`src/verilog/afm_params.svh`:
```
// Constants for the AES3 frame and mono-mode data path.
// Functional notes
// RL1 - Boundary input high over four master clock rises restarts frame
// RL2 - Boundary output: align to received frame starts
// RL3 - Slave serial source: A sub-frame at word edge
// RL4 - Line drivers grounded: reset, no clock, off bit
// RL5 - Mute bit zeroes transmitted audio immediately
// RL6 - Receive and transmit mono have separate bits
// RL7 - Receive mono: output words at twice frame rate
// RL8 - Receive mono doubles recovered clock rate
// RL9 - Receive mono copies each sub-frame to both fields
// RL10 - Stereo: A and B form one output word
// RL11 - Transmit mono: frame rate is half input rate
// RL12 - Transmit mono selects channel and status block
// RL13 - Serial output and transmitter share one rate
// RL14 - Receive reference clock is the output word clock
// RL15 - User bits change at reference clock edges
// RL16 - Transmit reference: frame rate, doubled in mono
// RL17 - Reference equals input word clock, polarity applied
// RL18 - Input format bit settings chosen by software
// RL19 - Output format bit settings chosen by software
// RL20 - Word length taken from counted bit clocks
// RL21 - Passthrough: master clock only to recovered pin
// RL22 - Transmit through recovery loop: clock pins input
// RL23 - Boundary pin direction set by control bit
`ifndef AFM_PARAMS_SVH
`define AFM_PARAMS_SVH
`define AFM_A_CTRL 4'h0
`define AFM_A_ROUTE 4'h1
`define AFM_A_INFMT 4'h2
`define AFM_A_OUTFMT 4'h3
`define AFM_A_STATUS 4'h4
`define AFM_A_WLEN 4'h5
`define AFM_C_BND_OUT 0
`define AFM_C_TXOFF 1
`define AFM_C_MUTE 2
`define AFM_C_RX_MONO 3
`define AFM_C_TX_MONO 4
`define AFM_C_MONO_RIGHT 5
`define AFM_C_MONO_CS_B 6
`define AFM_C_PASS 7
`define AFM_R_FROM_RX 0
`define AFM_R_VIA_PLL 1
`define AFM_R_RX_MUX 2
`define AFM_F_POL 0
`define AFM_F_MASTER 7
`define AFM_BND_EDGES 3'h4
`define AFM_BLOCK_LAST 8'hbf
`define AFM_CLK_MHZ 50
`define AFM_TXCLK_TIMEOUT_NS 1000
`define AFM_TXCLK_CYC ((`AFM_TXCLK_TIMEOUT_NS * `AFM_CLK_MHZ) / 1000)
`define AFM_WCLK_HALF 6'h3f
`endif

```
`src/verilog/afm_pkg.sv`:
```
// Types for the AES3 frame and mono-mode data path.
package afm_pkg;
    typedef logic [23:0] afm_sample_t;
    typedef struct packed {
        afm_sample_t left;
        afm_sample_t right;
    } afm_pair_s;
endpackage

```
`src/verilog/afm_mono_path.sv`:
```
// AES3 frame boundary control, line driver gating and mono routing.
`timescale 1ns/10ps
`default_nettype none
`include "afm_params.svh"
module afm_mono_path (
    input wire logic core_clk_in,
    input wire logic reset_in,
    input wire logic [3:0] reg_addr_in,
    input wire logic [7:0] reg_wdata_in,
    input wire logic reg_wr_in,
    input wire logic reg_rd_in,
    output logic [7:0] reg_rdata_out,
    input wire logic ext_master_clock_in,
    input wire logic block_boundary_pin_in,
    output logic block_boundary_pin_out,
    output logic block_boundary_pin_oe_n_out,
    input wire logic in_word_clock_in,
    input wire logic in_bit_clock_in,
    output logic in_word_clock_out,
    output logic in_bit_clock_out,
    output logic in_clocks_oe_n_out,
    input wire logic rx_frame_start_in,
    input wire logic rx_sub_valid_in,
    input wire logic rx_sub_b_in,
    input wire afm_pkg::afm_sample_t rx_sub_data_in,
    output logic out_word_valid_out,
    output afm_pkg::afm_pair_s out_word_out,
    output logic out_word_clock_out,
    input wire logic tx_in_valid_in,
    input wire afm_pkg::afm_pair_s tx_in_word_in,
    output logic tx_frame_valid_out,
    output afm_pkg::afm_pair_s tx_frame_out,
    output logic tx_frame_start_out,
    output logic tx_block_start_out,
    output logic tx_cs_block_b_out,
    output logic virtual_word_clock_out,
    input wire logic tx_bit_in,
    output logic line_driver_pos_out,
    output logic line_driver_neg_out,
    input wire logic rx_pll_clock_in,
    output logic recovered_master_clock_out,
    output logic recovered_master_clock_oe_n_out,
    output logic rx_clock_mux_select_out,
    output logic rec_clk_double_out
);

    // ***********************************************
    // Register port
    // ***********************************************
    logic [7:0] ctrl_q;
    logic [7:0] route_q;
    logic [7:0] infmt_q;
    logic [7:0] outfmt_q;
    logic [7:0] wlen_q;
    logic [7:0] status_d;
    logic txclk_ok_q;
    logic bnd_lvl;

    always_ff @(posedge core_clk_in) begin
        if (reset_in) begin
            ctrl_q <= 8'h00;
            route_q <= 8'h00;
            infmt_q <= 8'h00;
            outfmt_q <= 8'h00;
        end else if (reg_wr_in) begin
            if (reg_addr_in == `AFM_A_CTRL) begin
                ctrl_q <= reg_wdata_in;
            end else if (reg_addr_in == `AFM_A_ROUTE) begin
                route_q <= reg_wdata_in;
            end else if (reg_addr_in == `AFM_A_INFMT) begin
                infmt_q <= reg_wdata_in;
            end else if (reg_addr_in == `AFM_A_OUTFMT) begin
                outfmt_q <= reg_wdata_in;
            end
        end
    end

    logic bnd_out;
    logic txoff;
    logic mute;
    logic rx_mono;
    logic tx_mono;
    logic mono_right;
    logic pass;
    logic from_rx;
    logic via_pll;
    logic in_master;
    logic in_pol;
    assign bnd_out = ctrl_q[`AFM_C_BND_OUT];
    assign txoff = ctrl_q[`AFM_C_TXOFF];
    assign mute = ctrl_q[`AFM_C_MUTE];
    assign rx_mono = ctrl_q[`AFM_C_RX_MONO];
    assign tx_mono = ctrl_q[`AFM_C_TX_MONO];
    assign mono_right = ctrl_q[`AFM_C_MONO_RIGHT];
    assign pass = ctrl_q[`AFM_C_PASS];
    assign from_rx = route_q[`AFM_R_FROM_RX];
    assign via_pll = route_q[`AFM_R_VIA_PLL];
    assign in_master = infmt_q[`AFM_F_MASTER];
    assign in_pol = infmt_q[`AFM_F_POL];
    assign status_d = {6'h00, bnd_lvl, txclk_ok_q};

    always_ff @(posedge core_clk_in) begin
        if (reset_in) begin
            reg_rdata_out <= 8'h00;
        end else if (!reg_rd_in) begin
            reg_rdata_out <= 8'h00;
        end else if (reg_addr_in == `AFM_A_CTRL) begin
            reg_rdata_out <= ctrl_q;
        end else if (reg_addr_in == `AFM_A_ROUTE) begin
            reg_rdata_out <= route_q;
        end else if (reg_addr_in == `AFM_A_INFMT) begin
            reg_rdata_out <= infmt_q;
        end else if (reg_addr_in == `AFM_A_OUTFMT) begin
            reg_rdata_out <= outfmt_q;
        end else if (reg_addr_in == `AFM_A_STATUS) begin
            reg_rdata_out <= status_d;
        end else if (reg_addr_in == `AFM_A_WLEN) begin
            reg_rdata_out <= wlen_q;
        end else begin
            reg_rdata_out <= 8'h00;
        end
    end

    // ***********************************************
    // Pin synchronisers
    // ***********************************************
    // Stage one feeds stage two only; stages two and three give edges.
    logic [3:0] pin_raw;
    logic [3:0] s1_q;
    logic [3:0] s2_q;
    logic [3:0] s3_q;
    assign pin_raw = {in_bit_clock_in, in_word_clock_in,
                      block_boundary_pin_in, ext_master_clock_in};

    always_ff @(posedge core_clk_in) begin
        if (reset_in) begin
            s1_q <= 4'h0;
            s2_q <= 4'h0;
            s3_q <= 4'h0;
        end else begin
            s1_q <= pin_raw;
            s2_q <= s1_q;
            s3_q <= s2_q;
        end
    end

    logic mclk_rise;
    logic iwc_lvl;
    logic iwc_edge;
    logic iwc_lead;
    logic ibc_rise;
    assign mclk_rise = s2_q[0] & ~s3_q[0];
    assign bnd_lvl = s2_q[1];
    assign iwc_lvl = s2_q[2];
    assign iwc_edge = s2_q[2] ^ s3_q[2];
    assign iwc_lead = iwc_edge & (s2_q[2] ^ in_pol);
    assign ibc_rise = s2_q[3] & ~s3_q[3];

    // ***********************************************
    // Transmit clock watchdog and line drivers
    // ***********************************************
    logic [7:0] idle_q;
    always_ff @(posedge core_clk_in) begin
        if (reset_in || mclk_rise) begin
            idle_q <= 8'h00;
        end else if (idle_q != 8'(`AFM_TXCLK_CYC)) begin
            idle_q <= idle_q + 8'h01;
        end
    end

    always_ff @(posedge core_clk_in) begin
        if (reset_in) begin
            txclk_ok_q <= 1'b0;
        end else begin
            txclk_ok_q <= (idle_q != 8'(`AFM_TXCLK_CYC));
        end
    end

    always_ff @(posedge core_clk_in) begin
        if (reset_in || !txclk_ok_q || txoff) begin // RL4
            line_driver_pos_out <= 1'b0;
            line_driver_neg_out <= 1'b0;
        end else begin
            line_driver_pos_out <= tx_bit_in;
            line_driver_neg_out <= ~tx_bit_in;
        end
    end

    // ***********************************************
    // Frame and block boundaries
    // ***********************************************
    logic [2:0] bnd_cnt_q;
    logic bnd_fire;
    always_ff @(posedge core_clk_in) begin
        if (reset_in || !bnd_lvl || bnd_out) begin
            bnd_cnt_q <= 3'h0;
        end else if (mclk_rise && bnd_cnt_q != `AFM_BND_EDGES) begin
            bnd_cnt_q <= bnd_cnt_q + 3'h1;
        end
    end
    assign bnd_fire = mclk_rise && (bnd_cnt_q == `AFM_BND_EDGES - 3'h1)
                      && bnd_lvl && !bnd_out; // RL1

    logic fs_rx;
    logic fs_sin;
    logic align_mode;
    logic align;
    logic a_phase_q;
    logic frame_emit;
    assign fs_rx = bnd_out && from_rx && rx_frame_start_in; // RL2
    assign fs_sin = bnd_out && !from_rx && !in_master && iwc_lead; // RL3
    assign align_mode = bnd_out; // RL23
    assign align = bnd_fire || fs_rx || fs_sin;

    logic [7:0] frame_q;
    logic frame_start;
    assign frame_start = align || (!align_mode && frame_emit);
    always_ff @(posedge core_clk_in) begin
        if (reset_in) begin
            frame_q <= 8'h00;
        end else if (bnd_fire) begin // RL1
            frame_q <= 8'h00;
        end else if (frame_start) begin
            frame_q <= (frame_q == `AFM_BLOCK_LAST) ? 8'h00
                       : frame_q + 8'h01;
        end
    end

    always_ff @(posedge core_clk_in) begin
        if (reset_in) begin
            tx_frame_start_out <= 1'b0;
            tx_block_start_out <= 1'b0;
            block_boundary_pin_out <= 1'b0;
        end else begin
            tx_frame_start_out <= frame_start;
            tx_block_start_out <= bnd_fire ||
                (frame_start && frame_q == `AFM_BLOCK_LAST);
            block_boundary_pin_out <= frame_start &&
                frame_q == `AFM_BLOCK_LAST;
        end
    end
    assign block_boundary_pin_oe_n_out = ~bnd_out; // RL23

    // ***********************************************
    // Transmit sample packing
    // ***********************************************
    afm_pkg::afm_sample_t pick;
    afm_pkg::afm_sample_t a_hold_q;
    assign pick = mono_right ? tx_in_word_in.right
                             : tx_in_word_in.left; // RL12
    assign frame_emit = tx_in_valid_in && (!tx_mono || !a_phase_q);

    always_ff @(posedge core_clk_in) begin
        if (reset_in || align) begin
            a_phase_q <= 1'b1;
        end else if (tx_in_valid_in && tx_mono) begin // RL11
            a_phase_q <= ~a_phase_q;
        end
    end

    always_ff @(posedge core_clk_in) begin
        if (reset_in) begin
            a_hold_q <= 24'h000000;
        end else if (tx_in_valid_in && tx_mono && a_phase_q) begin
            a_hold_q <= pick;
        end
    end

    always_ff @(posedge core_clk_in) begin
        if (reset_in) begin
            tx_frame_valid_out <= 1'b0;
            tx_frame_out <= '0;
        end else begin
            tx_frame_valid_out <= frame_emit;
            if (frame_emit && mute) begin // RL5
                tx_frame_out <= '0;
            end else if (frame_emit && tx_mono) begin // RL6
                tx_frame_out <= {a_hold_q, pick};
            end else if (frame_emit) begin
                tx_frame_out <= tx_in_word_in;
            end
        end
    end
    assign tx_cs_block_b_out = tx_mono && ctrl_q[`AFM_C_MONO_CS_B];

    // ***********************************************
    // Reference word clocks and serial input timing
    // ***********************************************
    logic ref_tog_q;
    logic follow_iwc;
    assign follow_iwc = in_master ^ bnd_out;
    always_ff @(posedge core_clk_in) begin
        if (reset_in) begin
            ref_tog_q <= 1'b0;
        end else if (tx_mono ? tx_in_valid_in : frame_emit) begin // RL16
            ref_tog_q <= ~ref_tog_q;
        end
    end

    always_ff @(posedge core_clk_in) begin
        if (reset_in) begin
            virtual_word_clock_out <= 1'b0;
        end else if (follow_iwc) begin
            virtual_word_clock_out <= iwc_lvl ^ in_pol; // RL17
        end else begin
            virtual_word_clock_out <= ref_tog_q;
        end
    end

    logic [7:0] bit_cnt_q;
    always_ff @(posedge core_clk_in) begin
        if (reset_in) begin
            bit_cnt_q <= 8'h00;
            wlen_q <= 8'h00;
        end else if (iwc_edge) begin // RL20
            wlen_q <= bit_cnt_q;
            bit_cnt_q <= {7'h00, ibc_rise};
        end else if (ibc_rise && bit_cnt_q != 8'hff) begin
            bit_cnt_q <= bit_cnt_q + 8'h01;
        end
    end

    logic [5:0] mdiv_q;
    always_ff @(posedge core_clk_in) begin
        if (reset_in) begin
            mdiv_q <= 6'h00;
            in_bit_clock_out <= 1'b0;
            in_word_clock_out <= 1'b0;
        end else if (mclk_rise) begin
            in_bit_clock_out <= ~in_bit_clock_out;
            mdiv_q <= mdiv_q + 6'h01;
            if (mdiv_q == `AFM_WCLK_HALF) begin
                in_word_clock_out <= ~in_word_clock_out;
            end
        end
    end
    assign in_clocks_oe_n_out = ~(in_master && !via_pll); // RL22

    // ***********************************************
    // Receive routing to the serial output
    // ***********************************************
    afm_pkg::afm_sample_t rx_a_q;
    always_ff @(posedge core_clk_in) begin
        if (reset_in) begin
            rx_a_q <= 24'h000000;
        end else if (rx_sub_valid_in && !rx_sub_b_in) begin
            rx_a_q <= rx_sub_data_in;
        end
    end

    always_ff @(posedge core_clk_in) begin
        if (reset_in) begin
            out_word_valid_out <= 1'b0;
            out_word_out <= '0;
            out_word_clock_out <= 1'b0;
        end else if (rx_sub_valid_in && rx_mono) begin // RL7
            out_word_valid_out <= 1'b1;
            out_word_out <= {rx_sub_data_in, rx_sub_data_in}; // RL9
            out_word_clock_out <= ~out_word_clock_out; // RL14
        end else if (rx_sub_valid_in && rx_sub_b_in) begin
            out_word_valid_out <= 1'b1;
            out_word_out <= {rx_a_q, rx_sub_data_in}; // RL10
            out_word_clock_out <= ~out_word_clock_out;
        end else begin
            out_word_valid_out <= 1'b0;
        end
    end

    // ***********************************************
    // Recovered clock pin
    // ***********************************************
    logic rxc_s1_q;
    logic rxc_s2_q;
    always_ff @(posedge core_clk_in) begin
        if (reset_in) begin
            rxc_s1_q <= 1'b0;
            rxc_s2_q <= 1'b0;
            recovered_master_clock_out <= 1'b0;
        end else begin
            rxc_s1_q <= rx_pll_clock_in;
            rxc_s2_q <= rxc_s1_q;
            recovered_master_clock_out <= pass ? s2_q[0] : rxc_s2_q;
        end
    end
    assign rx_clock_mux_select_out = route_q[`AFM_R_RX_MUX] && !pass; // RL21
    assign recovered_master_clock_oe_n_out =
        ~(pass || route_q[`AFM_R_RX_MUX]);
    assign rec_clk_double_out = rx_mono; // RL8
endmodule
`default_nettype wire

```
`config.mk`:
```
export PLATFORM = sky130hd
export DESIGN_NAME = afm_mono_path
export DESIGN_NICKNAME = d
export VERILOG_FILES = /design/src/verilog/afm_pkg.sv /design/src/verilog/afm_mono_path.sv
export VERILOG_INCLUDE_DIRS = /design/src /design/src/verilog
export SDC_FILE = /design/constraint.sdc
export NUM_CORES = 1
export LEC_CHECK = 0
export BUFFER_PORTS_ARGS = -buffer_cell sky130_fd_sc_hd__buf_2
export CORE_UTILIZATION = 49
export DETAILED_ROUTE_END_ITERATION = 16
export PLACE_DENSITY_LB_ADDON = 0.25
export SLEW_MARGIN = 30
export SYNTH_ARGS = -nofsm -noshare
export SYNTH_HDL_FRONTEND = slang
export SYNTH_SLANG_ARGS = --single-unit
```
`constraint.sdc`:
```
create_clock -name core_clk_in -period 1.6 [get_ports core_clk_in]
set_input_delay 0.32 -clock core_clk_in [delete_from_list [all_inputs] [get_ports core_clk_in]]
set_output_delay 0.32 -clock core_clk_in [all_outputs]
set_load 0.02 [all_outputs]
```
# Yosys cells after proc, flatten, opt, wreduce, memory -nomap -nowiden
# Index checks and enable logic that the tools add are counted.
dict set report op_classes {
  n_mux 21
  bitwise_logic 21
  n_reduce_logical 58
  n_eq_ne 11
  add_sub_neg 5
}
# operator count
set op_table {}
lappend op_table {{48-bit 2-to-1 mux} 4}
lappend op_table {{8-bit 2-to-1 mux} 7}
lappend op_table {{8-bit by 1-bit adder with 8-bit output (second input constant)} 3}
lappend op_table {{24-bit 2-to-1 mux} 1}
lappend op_table {{1-bit logical AND} 23}
lappend op_table {{1-bit inverter} 15}
lappend op_table {{1-bit logical OR} 12}
lappend op_table {{1-bit logical NOT} 10}
lappend op_table {{1-bit 2-to-1 mux} 9}
lappend op_table {{4-bit by 2-bit equality test with 1-bit output (second input constant)} 2}
lappend op_table {{4-bit by 3-bit equality test with 1-bit output (second input constant)} 2}
lappend op_table {{8-bit equality test (second input constant)} 1}
lappend op_table {{8-bit by 6-bit inequality test with 1-bit output (second input constant)} 1}
lappend op_table {{8-bit inequality test (second input constant)} 1}
lappend op_table {{2-bit OR reduction} 4}
lappend op_table {{6-bit by 1-bit adder with 6-bit output (second input constant)} 1}
lappend op_table {{6-bit equality test (second input constant)} 1}
lappend op_table {{2-bit nonzero test} 3}
lappend op_table {{5-bit AND reduction} 1}
lappend op_table {{4-bit by 1-bit equality test with 1-bit output (second input constant)} 1}
lappend op_table {{4-bit logical NOT} 1}
lappend op_table {{2-bit AND reduction} 2}
lappend op_table {{4-bit AND reduction} 1}
lappend op_table {{3-bit by 1-bit adder with 3-bit output (second input constant)} 1}
lappend op_table {{5 further kinds} 9}
dict set report word_totals {
  reg_bits 254
  output_inout_bits 122
  in_bits 98
}

# Depth between registers and ports, before layout
# Gate-level depths: netlist of run 1.
dict set report logic_depth {
  word_depth 10
  ltp_mapped 7
  depth_no_buf 6
}

# Worst setup path after synthesis of run 1
# No wires, ideal clock.
dict set report synth_path {
  path_type {in2reg}
  from {input port reg_addr_in[2]}
  to {register infmt_q[0]}
  arrival_ns 1.586
  setup_slack_ns -0.113
  cell_stages 7
  required_time_ns 1.472
  path_cell_list {clkbuf_1 -> or3b_1 -> buf_2 -> nor3b_1 -> buf_4 -> mux2i_1 -> nor2_1}
}
dict set report synth_between {
  elab_chain_cells 3
  elab_cells_between_ends 6
}
# element line
set synth_rtl {}
lappend synth_rtl {{start: declaration} afm_mono_path.sv:8} ;# input wire logic [3:0] reg_addr_in,
lappend synth_rtl {{4-bit by 1-bit equality test with 1-bit output (no source line) or 4-bit logical NOT (tied branches)} n/a}
lappend synth_rtl {{1-bit inverter (no source line)} n/a}
lappend synth_rtl {{4-bit AND reduction (no source line) (*)} n/a}
lappend synth_rtl {{end signal: assignment} afm_mono_path.sv:71} ;# infmt_q <= reg_wdata_in;
lappend synth_rtl {{end: declaration} afm_mono_path.sv:52} ;# logic [7:0] infmt_q;
# Mark *: on every way between the ends. The rest lies on a longest branch, timed or not.
# A chain may end at the register's enable or synchronous reset.

# Final worst setup path of run 1
dict set report layout_path {
  from {register infmt_q[7]}
  to {output port in_clocks_oe_n_out}
}
dict set report layout_between {
  elab_chain_cells 2
}
# element line
set layout_rtl {}
lappend layout_rtl {{1-bit logical AND} afm_mono_path.sv:337} ;# assign in_clocks_oe_n_out = ~(in_master && !via_pll);
lappend layout_rtl {{1-bit inverter} afm_mono_path.sv:337}
lappend layout_rtl {{end: declaration} afm_mono_path.sv:21} ;# output logic in_clocks_oe_n_out,
# Every way passes these cells.

==> results of run 1 <==
## worst max path at each step
stage | from | to | slack, ns | cells past startpoint
6_report | infmt_q[7]$_SDFFE_PP0P_ | in_clocks_oe_n_out | -0.15 | 3
5_1_grt | infmt_q[7]$_SDFFE_PP0P_ | in_clocks_oe_n_out | -0.16 | 3
4_1_cts | infmt_q[7]$_SDFFE_PP0P_ | in_clocks_oe_n_out | -0.13 | 3
3_5_place_dp | s2_q[2]$_SDFF_PP0_ | frame_q[5]$_SDFFE_PP0P_ | -0.07 | 5
3_3_place_gp | s3_q[2]$_SDFF_PP0_ | frame_q[5]$_SDFFE_PP0P_ | -0.03 | 5
2_1_floorplan | s2_q[2]$_SDFF_PP0_ | frame_q[5]$_SDFFE_PP0P_ | -0.03 | 6
## registers in the layout, indices dropped and copies added (netlist names), 24 cells and up
signal / cells
out_word_out: 48
tx_frame_out: 48
a_hold_q: 24
rx_a_q: 24
## report_power, final
part / total [mW] / switching (mW) / internal [mW]
clock network: 6.42 / 2.47 / 3.95
registers: 6.67 / 0.133 / 6.54
logic: 1.49 / 0.911 / 0.582
total: 14.6 / 3.52 / 11.1
## synth_stat cells, drive strengths merged (3+ instances only)
cell | n | share of area
dfxtp | 253 | 0.49
nand2 | 180 | 0.065
nor2 | 150 | 0.055
mux2i | 100 | 0.097
a21oi | 93 | 0.045
a211oi | 76 | 0.055
clkbuf | 66 | 0.024
nand3 | 50 | 0.025
a311oi | 25 | 0.021
buf | 22 | 0.011
nor2b | 22 | 0.013
o21ai | 17 | 0.0082
xor2 | 13 | 0.011
nand2b | 12 | 0.0073
xnor2 | 11 | 0.0093
inv | 9 | 0.0033
or3 | 9 | 0.0054
ha | 8 | 0.0097
and3 | 6 | 0.0041
nand4 | 6 | 0.0036
o22ai | 5 | 0.0030
o211a | 4 | 0.0039
nor3 | 3 | 0.0015
## cells by family after synthesis
kind of cell,Yosys count
buffers and inverters,97
flip-flops,253
AO/OA/AOI/OAI,234
multiplexers,100
AND/OR/NAND/NOR,459
XOR/XNOR,24
adder cells (fa/ha/maj),8
## per-stage QoR
stage	instances	hold WS (ns)
4_1_cts	1699	0.0201
3_5_place_dp	1647	0.426
6_report	1706	0.0329
2_1_floorplan	1175	0.397
3_3_place_gp	1647	0.419
5_1_grt	1706	0.0311
## what timing repair did
item,in CTS,in global routing
setup endpoints to repair,7,25
resized for setup,13,30
buffers inserted,1,5
hold buffers,5,0
pin swaps,0,10
cloned,1,2
endpoints found under the hold margin,5,0
## worst max-delay path: cells and delay by family (launching register included)
kind,cells,cell delay [ns]
buffers and inverters,2,0.25
DFF,1,0.38
and+or+nand+nor,1,0.25
## cell type report
| cell class | instances | area [um2] | area share |
|---|---|---|---|
| flip-flops and latches | 253 | 5090 | 0.381 |
| multi-input cells | 826 | 4990 | 0.374 |
| repair buffers | 303 | 1990 | 0.149 |
| clock buffers | 36 | 759 | 0.0569 |
| well taps | 270 | 338 | 0.0253 |
| clock inverters | 9 | 153 | 0.0114 |
| inverters | 9 | 33.8 | 0.00253 |
## routing by layer
metal | vias to the layer above | track usage | part of all wire
met4 | 0 | 0.0603 | 0.017
li1 | 4575 | - | -
met3 | 41 | 0.0534 | 0.071
met5 | - | 0 | 0
met1 | 4268 | 0.303 | 0.43
met2 | 286 | 0.420 | 0.48
## cell usage in the layout (no fill, tap or decap), types with 21 or more instances in the layout
cell type	n
a211oi_1	76
a21oi_1	92
a311oi_1	24
buf_2	214
buf_4	60
clkbuf_16	28
dfxtp_1	242
mux2i_1	100
nand2_1	179
nand3_1	48
nor2_1	148
nor2b_1	21
==> impl_metrics.csv, run 1 <==
group,metric,value,unit
status,violations,"negative setup slack",
worst_setup_path,worstRegToRegCells,6,
worst_setup_path,end_kind,"primary output",
clocking,cts.sinks,253,
worst_setup_path,crit_arrival,1.43,ns
routing,dr.pass1.iters,4,
worst_setup_path,crit_path_top_delay_cell,"dfxtp_4",
sta,fin_skew,0.0215,ns
power,p_leak,5.57,nW
sta,finalHoldViolCount,0,
run,drv_cap,0,
placed_design,placed_area,12100,um2
global_routing,grt_overflow,0,
floorplan,placementRows,52,
sta,max_slew_margin,0.767,
finish,drive_above_1_share,0.260,
sta,worst_slew_pin_slew,0.347,ns
clocking,clock_latency,0.54,ns
finish,fin_nets,1526,
placed_design,io_buffer_count,219,
clocking,numCtsBuffers,27,
worst_hold_path,min-delay-start,"rx_pll_clock_in",
logic_synthesis,muxShareOfSynthArea,0.0968,
worst_setup_path,required,1.28,ns
logic_synthesis,yosysSeqAreaShare,0.490,
placed_design,hpwl,18.6,mm
routing,wl_per_cell,15.9,um
global_routing,grt_pass1_wl,43.1,mm
routing,dr.first_iter.drc_count,366,
sta,grt_setup_unrepaired,"yes",
sta,setup_ws,-0.146,ns
global_routing,grt_max_degree,55,
worst_setup_path,r2r_setup_slack,-0.06,ns
routing,vias,9170,
worst_setup_path,r2r-end,"frame_q[0]$_SDFFE_PP0P_",
logic_synthesis,yosys.area_share.simple,0.197,
logic_synthesis,synth_area,10300,um2
worst_setup_path,critical_path.max_stage_delay,0.38,ns
clocking,cts_buffer_depth,3,
status,status,"finished, violations left",
floorplan,die_x,147,um
finish,syn2layout_area_growth,29.2,%
floorplan,core_area,20400,um2
logic_synthesis,synth_ff_type,"dfxtp_1",
logic_synthesis,synth_edf_count,0,
finish,postLayoutCoreUtil,0.654,
clocking,cts_tree,"yes",
floorplan,ios,220,
routing,ant_nets,0,
worst_setup_path,startpoint_type,"register",
worst_setup_path,path_max_fanout,4,
logic_synthesis,yosys.cell_types.count,53,
logic_synthesis,synth_compound_area_frac,0.148,
worst_setup_path,path_cells,"buf_6, or2b_1, buf_6",
logic_synthesis,async_flop_share,0,
worst_setup_path,crit_top_cell,"buf_6",
sta,drv_slew,0,
logic_synthesis,avgSynthCellArea,8.80,um2
sta,tns,-0.312,ns
finish,fin_area,13400,um2
sta,layout_worst_path_cycle_share,1.09,
logic_synthesis,synth_fa_ha_area_frac,0.00968,
power,power.density,1090,nW/um2
worst_hold_path,holdPathStages,2,
logic_synthesis,ys_ff_latch,253,
worst_hold_path,holdPathEnd,"rxc_s1_q$_SDFF_PP0_",
finish,n_antenna_cell,0,
sta,fin_crit,1.75,ns
clocking,clockRootBuffer,"clkbuf_16",
floorplan,start_util,0.506,
routing,viasPerCell,5.38,
worst_setup_path,crit_type,"register to primary output",
global_routing,antenna_found_initial,0,
finish,fillCellCount,1753,
routing,drc,0,
logic_synthesis,synth_top_family_by_area,"simple AND/OR/NAND/NOR gates",
routing,routed_wl,27.1,mm
logic_synthesis,synthCells,1175,
global_routing,grt_pass1_vias,8634,
floorplan,die_h,147,um
power,power.total,14.6,mW
clocking,cts.reportedPaths.clkPinSlew,0.06,ns
placed_design,gp_congestion,0.858,
power,vdd_drop_max,0.756,mV
clocking,h-tree-depth,1,
global_routing,grt_usage,0.242,
logic_synthesis,yosysWarnings,0,
worst_hold_path,hold_path.class,"input pin to register",
floorplan,dieArea,21700,um2
logic_synthesis,syn-num-nets,1281,
sta,fmax,573,MHz
logic_synthesis,synthXorXnorAreaFrac,0.0203,
worst_setup_path,r2r-start,"infmt_q[7]$_SDFFE_PP0P_",
placed_design,post-place-ws,-0.0742,ns
sta,finalSetupViolations,7,
(Power assumes the default switching activity.)
==> inputs of run 2 (changes only) <==
CORE_UTILIZATION = 50   (was 49)
clock period = 1.9 ns   (was 1.6 ns; I/O delays follow)
==> impl_metrics.csv, run 2 (synthesis gave the netlist of run 1 again) <==
group,metric,value,unit
routing,dr.first_iter.drc_count,407,
clocking,h-tree-depth,1,
clocking,cts_buffer_depth,3,
worst_setup_path,startpoint_type,"register",
routing,ant_nets,0,
sta,tns,0,ns
global_routing,grt_max_degree,96,
sta,finalSetupViolations,0,
worst_setup_path,path_max_fanout,29,
finish,reg.largest.list,"out_word_out: 48 flops, tx_frame_out: 48 flops",
sta,layout_worst_path_cycle_share,0.962,
floorplan,die_x,146,um
floorplan,dieArea,21300,um2
sta,grt_setup_unrepaired,"no",
worst_setup_path,end_kind,"primary output",
status,status,"complete, no violations",
floorplan,placementRows,52,
sta,max_slew_margin,0.509,
clocking,cts.sinks,253,
routing,routed_wl,25.9,mm
floorplan,start_util,0.511,
worst_setup_path,crit_arrival,1.45,ns
global_routing,grt_overflow,0,
worst_setup_path,r2r_setup_slack,0.11,ns
worst_setup_path,crit_start,"ctrl_q[3]$_SDFFE_PP0P_",
sta,fin_skew,0.0112,ns
sta,hold_ws,0.0301,ns
worst_setup_path,required,1.52,ns
power,p_leak,5.26,nW
finish,fin_area,12700,um2
global_routing,grt_usage,0.241,
worst_setup_path,crit_type,"register to primary output",
routing,viasPerCell,5.43,
routing,wl_per_cell,15.6,um
floorplan,ios,220,
routing,dr.pass1.iters,5,
worst_setup_path,r2r-start,"bnd_cnt_q[0]$_SDFFE_PP0P_",
sta,fin_crit,1.83,ns
finish,final_common_cell,"dfxtp_1",
placed_design,placed_area,11800,um2
sta,drv_slew,0,
global_routing,grt_pass1_vias,8619,
worst_setup_path,r2r-end,"frame_q[5]$_SDFFE_PP0P_",
finish,drive_above_1_share,0.224,
clocking,cts.reportedPaths.clkPinSlew,0.06,ns
routing,vias,9032,
finish,final_cell_mix,"dfxtp_1, buf_2, nand2_1",
global_routing,antenna_found_initial,1,
clocking,cts_tree,"yes",
finish,postLayoutCoreUtil,0.628,
placed_design,hpwl,17.5,mm
power,power.total,12.1,mW
clocking,post-cts-setup-buffers,0,
sta,fmax,547,MHz
placed_design,gp_congestion,0.875,
clocking,clock_latency,0.52,ns
floorplan,die_h,146,um
power,power.density,953,nW/um2
sta,worst_slew_pin_slew,0.734,ns
worst_setup_path,worstRegToRegCells,6,
sta,finalHoldViolCount,0,
floorplan,core_area,20200,um2
run,drv_cap,0,
power,vdd_drop_max,0.692,mV
finish,syn2layout_area_growth,22.9,%
clocking,clockRootBuffer,"clkbuf_16",
clocking,numCtsBuffers,27,
placed_design,io_buffer_count,219,
worst_hold_path,hold_path.class,"input pin to register",
routing,drc,0,
global_routing,grt_pass1_wl,42.9,mm
worst_setup_path,endpoint,"rec_clk_double_out",
finish,fin_nets,1478,
-- run 2: timing repair --
action,4_1_cts,5_1_grt
resized for setup,1,0
hold buffers,0,0
setup endpoints to repair,1,0
-- run 2: how the worst min path moves through the flow --
stage / start / to / cells after the start / slack (ns)
floorplan: rxc_s1_q$_SDFF_PP0_ / rxc_s2_q$_SDFF_PP0_ / 1 / 0.41
global placement: s1_q[3]$_SDFF_PP0_ / s2_q[3]$_SDFF_PP0_ / 1 / 0.42
detailed placement: s1_q[1]$_SDFF_PP0_ / s2_q[1]$_SDFF_PP0_ / 1 / 0.43
CTS: tx_bit_in / line_driver_neg_out$_SDFF_PP0_ / 2 / 0.01
global route: tx_bit_in / line_driver_neg_out$_SDFF_PP0_ / 2 / 0.03
finish: tx_bit_in / line_driver_neg_out$_SDFF_PP0_ / 2 / 0.03
-- run 2: final cells by class --
type                       count  area, um2
fill                        1768       7530
timing repair buffer         256       1460
multi-input combinational    825       4900
sequential                   253       5060
antenna                        1       2.50
inverter                       9       33.8
clock buffer                  39        801
tap                          270        338
clock inverter                10        106
-- run 2: worst max-delay path: stages, from the launching register on --
cell,delay (ns)
dfxtp_1,0.42
buf_6,0.29
buf_2,0.22
-- run 2: stage by stage --
step | worst slack, ns | cells
after floorplan | 0.127 | 1175
after detailed placement | 0.123 | 1614
final | 0.0731 | 1663
after global placement | 0.149 | 1614
after global routing | 0.0104 | 1662
after CTS | 0.0438 | 1662
-- run 2: layer usage --
| metal | vias up | share of wire | global-route usage | wire length, um |
|---|---|---|---|---|
| met3 | 61 | 0.069 | 0.0533 | 1800 |
| met1 | 4211 | 0.44 | 0.313 | 11400 |
| met5 | - | 0 | 0 | 0 |
| met2 | 281 | 0.46 | 0.395 | 11900 |
| met4 | 0 | 0.031 | 0.0826 | 810 |
| li1 | 4479 | - | - | - |
-- run 2: power by group --
part           switching [mW]  internal, mW
Clock                    2.11          3.19
Sequential              0.113          5.51
Combinational           0.745         0.434
==> inputs of run 3 (changes only) <==
RECOVER_POWER = 25   (was not set)
==> impl_metrics.csv, run 3 (synthesis gave the netlist of run 1 again) <==
group,metric,value,unit
sta,finalSetupViolations,0,
power,p_clk_frac,0.438,
global_routing,grt_pass1_wl,42.9,mm
finish,fillCellCount,1774,
worst_setup_path,startpoint_type,"register",
power,seqPwrFrac,0.465,
sta,setup_ws,0.0697,ns
routing,wl_per_cell,15.6,um
worst_setup_path,path_max_fanout,29,
sta,layout_worst_path_cycle_share,0.963,
routing,dr.first_iter.drc_count,389,
worst_setup_path,worstRegToRegCells,6,
clocking,post-cts-setup-buffers,0,
routing,viasPerCell,5.40,
floorplan,die_x,146,um
clocking,cts_buffer_depth,3,
finish,reg.largest.list,"out_word_out: 48 flops, tx_frame_out: 48 flops",
floorplan,ios,220,
sta,fmax,546,MHz
sta,grt_setup_unrepaired,"no",
clocking,cts.reportedPaths.clkPinSlew,0.06,ns
finish,drive_above_1_share,0.221,
clocking,holdBufCountCts,0,
sta,fin_crit,1.83,ns
global_routing,grt_usage,0.241,
routing,dr.pass1.iters,4,
routing,drc,0,
finish,final_cell_mix,"dfxtp_1, buf_2, nand2_1",
power,p_leak,5.25,nW
worst_setup_path,crit_arrival,1.45,ns
finish,syn2layout_area_growth,22.6,%
routing,vias,8981,
routing,ant_nets,0,
floorplan,start_util,0.511,
worst_setup_path,end_kind,"primary output",
placed_design,hpwl,17.5,mm
power,p_switching,2.97,mW
sta,drv_slew,0,
power,power.density,955,nW/um2
floorplan,core_area,20200,um2
sta,finalHoldViolCount,0,
worst_hold_path,hold_path.class,"input pin to register",
clocking,cts_tree,"yes",
placed_design,post-place-ws,0.123,ns
clocking,clock_latency,0.52,ns
floorplan,dieArea,21300,um2
global_routing,grt_overflow,0,
power,pwr-share-comb,0.097,
clocking,clockRootBuffer,"clkbuf_16",
worst_hold_path,min-delay-start,"tx_bit_in",
global_routing,antenna_found_initial,1,
worst_setup_path,crit_start,"ctrl_q[3]$_SDFFE_PP0P_",
floorplan,die_h,146,um
sta,max_slew_margin,0.213,
finish,fin_nets,1478,
clocking,h-tree-depth,1,
sta,tns,0,ns
floorplan,placementRows,52,
placed_design,gp_congestion,0.875,
worst_setup_path,r2r-start,"bnd_cnt_q[0]$_SDFFE_PP0P_",
routing,routed_wl,25.9,mm
power,switching_share,0.246,
status,status,"complete, no violations",
clocking,cts.sinks,253,
worst_setup_path,crit_type,"register to primary output",
clocking,cts_resized,1,
run,drv_cap,0,
finish,final_common_cell,"dfxtp_1",
global_routing,grt_max_degree,96,
worst_hold_path,holdPathStages,2,
power,p_int,9.13,mW
sta,worst_slew_pin_slew,1.18,ns
worst_setup_path,required,1.52,ns
global_routing,grt_pass1_vias,8619,
clocking,numCtsBuffers,27,
sta,fin_skew,0.0114,ns
power,vdd_drop_max,0.693,mV
placed_design,io_buffer_count,219,
[run 3: cell count changes in the layout (fill, tap and decap cells not counted)]
cell	change
nor2_2	-1
clkbuf_1	+3
clkbuf_4	+1
buf_12	-1
nor2_1	+1
clkbuf_2	+3
buf_6	-1
buf_2	-1
buf_4	-4
[run 3: critical path: stages (launching register included)]
cell     delay, ns
dfxtp_1       0.42
buf_6         0.29
buf_2         0.22
[run 3: stage by stage]
stage                util  hold WS, ns  instance area [um2]  power [mW]  std cells
finish              0.626       0.0299                12700        12.1       1663
global route        0.626       0.0292                12700        12.6       1662
CTS                 0.628       0.0134                12700        12.2       1662
detailed placement  0.583        0.427                11800        6.92       1614
global placement    0.583        0.418                11800        6.89       1614
floorplan               -        0.414                10300        6.44       1175
[run 3: layout make-up]
| class | instances | area [um2] | area share |
|---|---|---|---|
| Sequential cell | 253 | 5060 | 0.400 |
| Multi-Input combinational cell | 825 | 4900 | 0.387 |
| Timing Repair Buffer | 256 | 1430 | 0.113 |
| Clock buffer | 39 | 801 | 0.0632 |
| Tap cell | 270 | 338 | 0.0267 |
| Clock inverter | 10 | 106 | 0.00839 |
| Inverter | 9 | 33.8 | 0.00267 |
| Antenna cell | 1 | 2.50 | 0.000197 |
[run 3: final timing paths]
kind	to	slack (ns)
worst max-delay path	rec_clk_double_out	0.07
worst min-delay path	line_driver_neg_out$_SDFF_PP0_	0.03
worst max register to register	frame_q[5]$_SDFFE_PP0P_	0.11
worst min register to register	s2_q[1]$_SDFF_PP0_	0.44
[run 3: per-layer routing]
layer | share of wire | routed length [um] | global-route usage | up-vias
li1 | - | - | - | 4476
met3 | 0.065 | 1680 | 0.0533 | 61
met2 | 0.46 | 11900 | 0.395 | 253
met4 | 0.032 | 827 | 0.0826 | 0
met5 | 0 | 0 | 0 | -
met1 | 0.45 | 11500 | 0.313 | 4191
[run 3: power groups by stage]
stage	logic [mW]	registers [mW]	clock network, mW
2_1_floorplan	0.537	5.90	0
3_3_place_gp	1.16	5.73	0
3_5_place_dp	1.18	5.74	0
4_1_cts	1.18	5.63	5.39
5_1_grt	1.28	5.65	5.63
6_report	1.17	5.63	5.30
